**src/rtl/pet_params.svh**
```systemverilog
// constants for the preloadable event timer
`ifndef PET_PARAMS_SVH
`define PET_PARAMS_SVH

// register port widths
`define PET_ADDR_W 2
`define PET_DATA_W 8

// register indices on the register port
`define PET_IDX_CTRL 2'h0
`define PET_IDX_CNT_LO 2'h1
`define PET_IDX_CNT_HI 2'h2

// control register field positions
`define PET_MODE_HI 7
`define PET_MODE_LO 6
`define PET_RUN_BIT 4
`define PET_EDGE_BIT 3
`define PET_RATIO_HI 2
`define PET_RATIO_LO 0
`define PET_RATIO_W 3

// mode field encodings
`define PET_MODE_OFF 2'h0
`define PET_MODE_EVENT 2'h1
`define PET_MODE_TIMER 2'h2
`define PET_MODE_PULSE 2'h3

// reset values
`define PET_CTRL_RST 8'h00
`define PET_BYTE_RST 8'h00

// prescaler counter width, largest divide is 2 to the 7th
`define PET_DIV_W 7

`endif

```
**src/rtl/pet_pkg.sv**
```systemverilog
// types shared by the preloadable event timer files
`default_nettype none
`include "pet_params.svh"

package pet_pkg;

    // one register port request
    typedef struct packed {
        logic wr;
        logic rd;
        logic [`PET_ADDR_W-1:0] addr;
        logic [`PET_DATA_W-1:0] wdata;
    } pet_req_t;

    // pulse-width measurement phases
    typedef enum logic [0:0] {
        PET_PW_WAIT,
        PET_PW_MEAS
    } pet_pw_state_t;

endpackage
`default_nettype wire

```
**src/rtl/pet_tick_gen.sv**
```systemverilog
// prescaler and event pin synchroniser with edge detection
`timescale 1ns/1ps
`default_nettype none
`include "pet_params.svh"

module pet_tick_gen (
    // clock and reset
    input wire logic clk,
    input wire logic rst,
    // prescaler control
    input wire logic div_run,
    input wire logic [`PET_RATIO_W-1:0] ratio,
    output logic div_tick,
    // event pin
    input wire logic event_input_pin,
    output logic pin_rise,
    output logic pin_fall
);

    logic [`PET_DIV_W-1:0] div_r;
    logic [`PET_DIV_W-1:0] div_nxt;
    logic [`PET_DIV_W-1:0] mask;
    logic sync1_r;
    logic sync2_r;
    logic prev_r;

    // divide by two to the ratio
    always_comb begin
        mask = `PET_DIV_W'(({{(`PET_DIV_W){1'b0}}, 1'b1} << ratio) - 1'b1);
        div_tick = div_run && ((div_r & mask) == mask);
        if (!div_run || div_tick) begin
            div_nxt = '0;
        end else begin
            div_nxt = div_r + 1'b1;
        end
    end

    always_ff @(posedge clk or posedge rst) begin
        if (rst) begin
            div_r <= '0;
        end else begin
            div_r <= div_nxt;
        end
    end

    // two-stage synchroniser plus history
    always_ff @(posedge clk or posedge rst) begin
        if (rst) begin
            sync1_r <= 1'b0;
            sync2_r <= 1'b0;
            prev_r <= 1'b0;
        end else begin
            sync1_r <= event_input_pin;
            sync2_r <= sync1_r;
            prev_r <= sync2_r;
        end
    end

    assign pin_rise = sync2_r && !prev_r;
    assign pin_fall = !sync2_r && prev_r;

endmodule
`default_nettype wire

```
**src/rtl/pet_timer.sv**
```systemverilog
// preloadable event timer with control and count registers
`timescale 1ns/1ps
`default_nettype none
`include "pet_params.svh"

// Functional notes
// - up counter, 8 or 16 bits, three modes
// - read gives count, write preloads
// - timer and pulse modes use prescaled clock
// - event mode counts selected pin edges
// - overflow past all ones raises request
// - overflow reloads preload and keeps counting
// - preload register has no reset value
// - stopped counter takes preload writes directly
// - running counter takes preload at overflow
// - 16-bit low byte write only fills buffer
// - high byte write commits buffer too
// - high byte read latches low count
// - 16-bit low byte read returns latched buffer
// - mode field bits 7:6 select mode
// - control bit 4 is run bit
// - control bit 3 selects edge polarity
// - pulse end clears run, edges ignored
module pet_timer
    import pet_pkg::*;
#(
    parameter int WIDTH = 16
) (
    // clock and reset
    input wire logic clk,
    input wire logic rst,
    // register port
    input wire pet_req_t reg_req,
    output logic [`PET_DATA_W-1:0] rd_data,
    // external event pin
    input wire logic event_input_pin,
    // status
    output logic overflow_req,
    output logic run_bit,
    output logic [WIDTH-1:0] count_value
);

    // only 8 and 16 bit widths
    if (WIDTH != 8 && WIDTH != 16) begin : g_bad_width
        $error("pet_timer: WIDTH must be 8 or 16");
    end

    localparam bit IS16 = (WIDTH == 16);
    localparam logic [7:0] CTRL_RST = `PET_CTRL_RST;

    // control register fields
    logic [1:0] operating_mode_pair_r;
    logic [1:0] operating_mode_pair_nxt;
    logic run_bit_r;
    logic run_bit_nxt;
    logic edge_polarity_sel_r;
    logic edge_polarity_sel_nxt;
    logic [`PET_RATIO_W-1:0] divide_ratio_field_r;
    logic [`PET_RATIO_W-1:0] divide_ratio_field_nxt;

    // counting state
    logic [WIDTH-1:0] cnt_r;
    logic [WIDTH-1:0] cnt_nxt;
    logic [WIDTH-1:0] pre_r;
    logic [WIDTH-1:0] pre_nxt;
    logic [7:0] lo_buf_r;
    logic [7:0] lo_buf_nxt;
    logic ovf_r;
    logic ovf_nxt;
    pet_pw_state_t pw_r;
    pet_pw_state_t pw_nxt;

    // register read path
    logic [7:0] rd_data_r;
    logic [7:0] rd_data_nxt;

    // decode and event terms
    logic wr_ctrl;
    logic wr_lo;
    logic wr_hi;
    logic rd_ctrl;
    logic rd_lo;
    logic rd_hi;
    logic pre_wr;
    logic [15:0] pre_wide;
    logic [WIDTH-1:0] pre_val;
    logic counting;
    logic internal_src;
    logic div_tick;
    logic pin_rise;
    logic pin_fall;
    logic sel_edge;
    logic start_edge;
    logic end_edge;
    logic inc;
    logic hw_stop;
    logic [7:0] ctrl_view;
    logic [7:0] hi_byte;

    // internal clock source only in timer and pulse modes
    assign internal_src = (operating_mode_pair_r == `PET_MODE_TIMER)
                       || (operating_mode_pair_r == `PET_MODE_PULSE);

    pet_tick_gen u_tick (
        .clk(clk),
        .rst(rst),
        .div_run(internal_src && run_bit_r),
        .ratio(divide_ratio_field_r),
        .div_tick(div_tick),
        .event_input_pin(event_input_pin),
        .pin_rise(pin_rise),
        .pin_fall(pin_fall)
    );

    // address decode
    always_comb begin
        wr_ctrl = reg_req.wr && (reg_req.addr == `PET_IDX_CTRL);
        wr_lo = reg_req.wr && (reg_req.addr == `PET_IDX_CNT_LO);
        wr_hi = reg_req.wr && (reg_req.addr == `PET_IDX_CNT_HI) && IS16;
        rd_ctrl = reg_req.rd && (reg_req.addr == `PET_IDX_CTRL);
        rd_lo = reg_req.rd && (reg_req.addr == `PET_IDX_CNT_LO);
        rd_hi = reg_req.rd && (reg_req.addr == `PET_IDX_CNT_HI) && IS16;
    end

    always_comb begin
        pre_wr = IS16 ? wr_hi : wr_lo;
        pre_wide = IS16 ? {reg_req.wdata, lo_buf_r} : {8'h00, reg_req.wdata};
        pre_val = pre_wide[WIDTH-1:0];
    end

    assign counting = run_bit_r && (operating_mode_pair_r != `PET_MODE_OFF);

    // edge choice for event and pulse modes
    always_comb begin
        sel_edge = edge_polarity_sel_r ? pin_fall : pin_rise;
        start_edge = edge_polarity_sel_r ? pin_rise : pin_fall;
        end_edge = edge_polarity_sel_r ? pin_fall : pin_rise;
    end

    // pulse-width measurement sequence
    always_comb begin
        pw_nxt = pw_r;
        hw_stop = 1'b0;
        if (operating_mode_pair_r != `PET_MODE_PULSE || !run_bit_r) begin
            pw_nxt = PET_PW_WAIT;
        end else begin
            case (pw_r)
                PET_PW_WAIT: begin
                    if (start_edge) begin
                        pw_nxt = PET_PW_MEAS;
                    end
                end
                PET_PW_MEAS: begin
                    // pin back to idle level stops
                    if (end_edge) begin
                        pw_nxt = PET_PW_WAIT;
                        hw_stop = 1'b1;
                    end
                end
                default: begin
                    pw_nxt = PET_PW_WAIT;
                end
            endcase
        end
    end

    // increment source per mode
    always_comb begin
        case (operating_mode_pair_r)
            `PET_MODE_TIMER: inc = run_bit_r && div_tick;
            `PET_MODE_EVENT: inc = run_bit_r && sel_edge;
            `PET_MODE_PULSE: inc = run_bit_r && (pw_r == PET_PW_MEAS) && div_tick && !end_edge;
            default: inc = 1'b0;
        endcase
    end

    // control register next values
    always_comb begin
        operating_mode_pair_nxt = operating_mode_pair_r;
        run_bit_nxt = run_bit_r;
        edge_polarity_sel_nxt = edge_polarity_sel_r;
        divide_ratio_field_nxt = divide_ratio_field_r;
        if (hw_stop) begin
            run_bit_nxt = 1'b0;
        end
        if (wr_ctrl) begin
            operating_mode_pair_nxt = reg_req.wdata[`PET_MODE_HI:`PET_MODE_LO];
            run_bit_nxt = reg_req.wdata[`PET_RUN_BIT];
            edge_polarity_sel_nxt = reg_req.wdata[`PET_EDGE_BIT];
            divide_ratio_field_nxt = reg_req.wdata[`PET_RATIO_HI:`PET_RATIO_LO];
        end
    end

    always_ff @(posedge clk or posedge rst) begin
        if (rst) begin
            operating_mode_pair_r <= CTRL_RST[`PET_MODE_HI:`PET_MODE_LO];
            run_bit_r <= CTRL_RST[`PET_RUN_BIT];
            edge_polarity_sel_r <= CTRL_RST[`PET_EDGE_BIT];
            divide_ratio_field_r <= CTRL_RST[`PET_RATIO_HI:`PET_RATIO_LO];
            pw_r <= PET_PW_WAIT;
        end else begin
            operating_mode_pair_r <= operating_mode_pair_nxt;
            run_bit_r <= run_bit_nxt;
            edge_polarity_sel_r <= edge_polarity_sel_nxt;
            divide_ratio_field_r <= divide_ratio_field_nxt;
            pw_r <= pw_nxt;
        end
    end

    // counter, preload and overflow next values
    always_comb begin
        pre_nxt = pre_r;
        cnt_nxt = cnt_r;
        ovf_nxt = 1'b0;
        // running counter sees only preload change
        if (pre_wr) begin
            pre_nxt = pre_val;
        end
        if (pre_wr && !counting) begin
            cnt_nxt = pre_val;
        end else if (inc) begin
            if (&cnt_r) begin
                cnt_nxt = pre_nxt;
                ovf_nxt = 1'b1;
            end else begin
                cnt_nxt = cnt_r + 1'b1;
            end
        end
    end

    // preload keeps whatever it held, no reset
    always_ff @(posedge clk) begin
        pre_r <= pre_nxt;
    end

    always_ff @(posedge clk or posedge rst) begin
        if (rst) begin
            cnt_r <= '0;
            ovf_r <= 1'b0;
        end else begin
            cnt_r <= cnt_nxt;
            ovf_r <= ovf_nxt;
        end
    end

    // low byte buffer and read data next values
    always_comb begin
        lo_buf_nxt = lo_buf_r;
        rd_data_nxt = rd_data_r;
        ctrl_view = {operating_mode_pair_r, 1'b0, run_bit_r, edge_polarity_sel_r, divide_ratio_field_r};
        hi_byte = 8'(cnt_r >> 8);
        if (rd_hi) begin
            lo_buf_nxt = cnt_r[7:0];
        end
        if (wr_lo && IS16) begin
            lo_buf_nxt = reg_req.wdata;
        end
        if (reg_req.rd) begin
            rd_data_nxt = 8'h00;
            if (rd_ctrl) begin
                rd_data_nxt = ctrl_view;
            end
            if (rd_lo) begin
                rd_data_nxt = IS16 ? lo_buf_r : cnt_r[7:0];
            end
            if (rd_hi) begin
                rd_data_nxt = hi_byte;
            end
        end
    end

    always_ff @(posedge clk or posedge rst) begin
        if (rst) begin
            lo_buf_r <= `PET_BYTE_RST;
            rd_data_r <= `PET_BYTE_RST;
        end else begin
            lo_buf_r <= lo_buf_nxt;
            rd_data_r <= rd_data_nxt;
        end
    end

    // outputs
    assign rd_data = rd_data_r;
    assign overflow_req = ovf_r;
    assign run_bit = run_bit_r;
    assign count_value = cnt_r;

endmodule
`default_nettype wire

```
**config.mk**
```make
export PLATFORM = sky130hd
export DESIGN_NAME = pet_timer
export DESIGN_NICKNAME = d
export VERILOG_FILES = /design/src/rtl/pet_pkg.sv /design/src/rtl/pet_tick_gen.sv /design/src/rtl/pet_timer.sv
export VERILOG_INCLUDE_DIRS = /design/src /design/src/rtl
export SDC_FILE = /design/constraint.sdc
export NUM_CORES = 1
export LEC_CHECK = 0
export BUFFER_PORTS_ARGS = -buffer_cell sky130_fd_sc_hd__buf_2
export CAP_MARGIN = 20
export CORE_MARGIN = 3
export CORE_UTILIZATION = 55
export DETAILED_ROUTE_END_ITERATION = 16
export PLACE_DENSITY = 0.76
export SYNTH_ARGS = -nofsm -noshare
export SYNTH_HDL_FRONTEND = slang
export SYNTH_SLANG_ARGS = --single-unit
```
**constraint.sdc**
```tcl
create_clock -name clk -period 2.55 [get_ports clk]
set_clock_uncertainty 0.15 [all_clocks]
set_input_delay 0.1275 -clock clk [delete_from_list [all_inputs] [get_ports clk]]
set_output_delay 0.1275 -clock clk [all_outputs]
set_load 0.05 [all_outputs]
```
==> run summary <==
Status - completed
Layout cells sized above 1 - 22.0%
Number of synthesized flops with an enable pin - 0
Congestion Overflow GR - 0
Most frequent cell after synthesis - dfrtp_1
Critical Path Max Stage Delay - 400 ps
Max_cap viols - 0
Worst EP arrival - 2470 ps
Final layout net count - 439
Yosys warns - 0
Critical path buffers and inverters - 2
Full die area - 7360 µm²
Setup crit end kind - flip-flop
Vias in the first global route - 2974
Crit-path max FO - 7
Max-slew violations - 0
Cts bufs inserted - 9
Largest net degree at the start of global routing - 32
Synth unique cells - 56
Synth area leaders - dfrtp_1, dfxtp_1, mux2_2
Peak supply drop - 0.510 mV
Final core utilization - 67.7%
Slew at the pin closest to its max-slew limit - 633 ps
Synth Flop Type - dfrtp_1
Final worst slack - 161 ps
Post-CTS setup buffers - 0
DP HPWL - 6350 µm
I/O Buffers - 40
Tcrit/Tclk final - 93.7%
Core area - 6030 µm²
Layout Cells excl Fill - 498
Initial Util - 58.1%
CTS tree - built
Cell Pwr Density - 878 nW/µm²
Final Setup Violations - 0
Dpl ws - -219 ps
# IOs - 41
CTS H-tree lvls - 3
Root Buffer - clkbuf_8
Buffer levels on the longest clock path - 2
Clock transition at path regs - 70 ps
WP depth - 9
Worst setup SP type - flip-flop
Vias per cell - 5.97
Worst hold stages - 2
Routability Congestion - 0.894
Seq cells post-synth - 67
Placed Cells - 472
DIE HEIGHT - 85.8 µm
# diodes - 0
Min cycle time layout - 2390 ps
FFs w/ async S/R, synth - 76.1%
Synth top area share - 36.5%
Critical Path RT - 2630 ps
Final WL - 9000 µm
Hold WC Path Type - in -> reg
Mapped Nets - 383
DR iter-0 viols - 270
Setup TNS - 0 ps
Syn Inst Count - 362
Post-Syn Area - 3500 µm²
WS Path Type - reg -> reg
DRT Pass-1 Iters - 5
Maximum clock frequency - 0.419 GHz
Latest clock arrival within the worst-skew pair - 350 ps
Layout Area Growth over Synthesis - 16.5%
Syn Area/Cell - 9.67 µm²
Area leader, netlist - dfrtp_1
DRC - 0
Layout fillers - 498
Slew margin rel. - 57.8%
CP top delay family - compound AO/OA/AOI/OAI gates
CP Cell Sequence - inv_1 > ha_1 > and2_4 > a21boi_2 > a211oi_1 > a21o_4 > buf_4 > nor3_1 > a311o_1
Top cells by count, synth - dfrtp_1, nand2_1, nor2_1
Die Width - 85.8 µm
Initial antenna violation count - 0
Mean routed wirelength per cell - 18.1 µm
Vias - 2975
Row count - 28
Final hold violations - 0
Detail Route Antenna Nets - 0
Gr usage total - 26.6%
Leakage - 1.82 nW
RSZ-0062 raised after global routing - false
Post-synthesis sequential area ratio - 45.6%
Hold slack - 10.3 ps
Worst reg2reg path depth - 9
Global-route wire length before repair - 15000 µm
Sink Count - 67
Crit-path slowest cell - dfrtp_1
[worst register-to-register path: cells and delay by family (launching register included)]
| family | cells | cell delay, ps |
|---|---|---|
| adders and majority gates | 1 | 300 |
| AOI/OAI and AO/OA | 4 | 930 |
| DFF | 1 | 400 |
| and+or+nand+nor | 2 | 240 |
| buffers and inverters | 2 | 250 |
[where the power goes]
part	total [mW]	leakage (nW)	internal, mW	switching (mW)
Combinational	1.24	0.966	0.427	0.816
Sequential	1.59	0.773	1.30	0.289
Clock	0.748	0.0839	0.347	0.401
Total	3.58	1.82	2.07	1.51
[area by class of cell]
type	instances	area (µm²)	area share [%]
Multi-Input combinational cell	259	1760	43.2
Sequential cell	67	1600	39.2
Timing Repair Buffer	61	395	9.70
Clock buffer	12	135	3.31
Tap cell	75	93.8	2.30
Inverter	20	75.1	1.84
Clock inverter	4	20.0	0.491
[cells by family after synthesis]
family,synth area share [%]
AO/OA/AOI/OAI,16.0
XOR/XNOR,3.75
adder cells (fa/ha/maj),2.43
buffers and inverters,4.47
flip-flops,45.6
multiplexers,11.0
AND/OR/NAND/NOR,16.8
[what timing repair did]
| action | CTS | global route |
|---|---|---|
| resized for setup | 1 | 3 |
| hold buffers | 10 | 0 |
| endpoints found under the setup margin | 13 | 15 |
| endpoints found under the hold margin | 51 | 0 |
[placed cells by master, fill, tap and decap left out, types with 6 or more instances in the layout]
master / Yosys / routed
nand2_1: 42 / 42
dfxtp_1: 16 / 16
nor3_1: 6 / 6
nor2_1: 24 / 24
ha_1: 6 / 6
inv_1: 20 / 19
o21ai_0: 20 / 20
xnor2_1: 10 / 10
a21oi_1: 19 / 19
dfrtp_1: 51 / 51
clkbuf_8: 0 / 9
buf_4: 0 / 10
nand3_1: 14 / 14
mux2i_1: 17 / 17
mux2_2: 19 / 19
o221ai_1: 11 / 11
dlygate4sd3_1: 0 / 10
buf_2: 5 / 40
[final timing paths]
path / from / endpoint / slack, ps
worst max-delay path: operating_mode_pair_r[0] / count_value[2] / 160
worst min-delay path: reg_req[10] / rd_data[4] / 10
worst max register to register: operating_mode_pair_r[0] / count_value[2] / 160
worst min register to register: u_tick.sync1_r / u_tick.sync2_r / 210
max in group asynchronous: rst / lo_buf_r[7] / 1510
min in group asynchronous: rst / u_tick.div_r[3] / 200
[sequential cells by signal, summed over array words and instances (netlist names), 2 cells and up]
| name | cells |
|---|---|
| lo_buf_r | 8 |
| operating_mode_pair_r | 2 |
| u_tick.div_r | 7 |
| rd_data | 8 |
| pre_r | 16 |
| divide_ratio_field_r | 3 |
| count_value | 16 |
[routing by layer]
| layer | track usage, % | vias up | routed length, µm | part of all wire (%) |
|---|---|---|---|---|
| li1 | - | 1406 | - | - |
| met1 | 36.0 | 1418 | 4110 | 46 |
| met2 | 40.0 | 128 | 3980 | 44 |
| met3 | 6.53 | 23 | 685 | 7.6 |
| met4 | 13.1 | 0 | 230 | 2.6 |
| met5 | 0 | - | 0 | 0 |
[stage by stage]
step | power [mW] | cell area [µm²]
6_report | 3.58 | 4080
5_1_grt | 3.77 | 4080
4_1_cts | 3.57 | 4070
3_5_place_dp | 2.82 | 3810
3_3_place_gp | 2.78 | 3810
2_1_floorplan | 2.44 | 3500
Power figures use the tool's default switching activity.
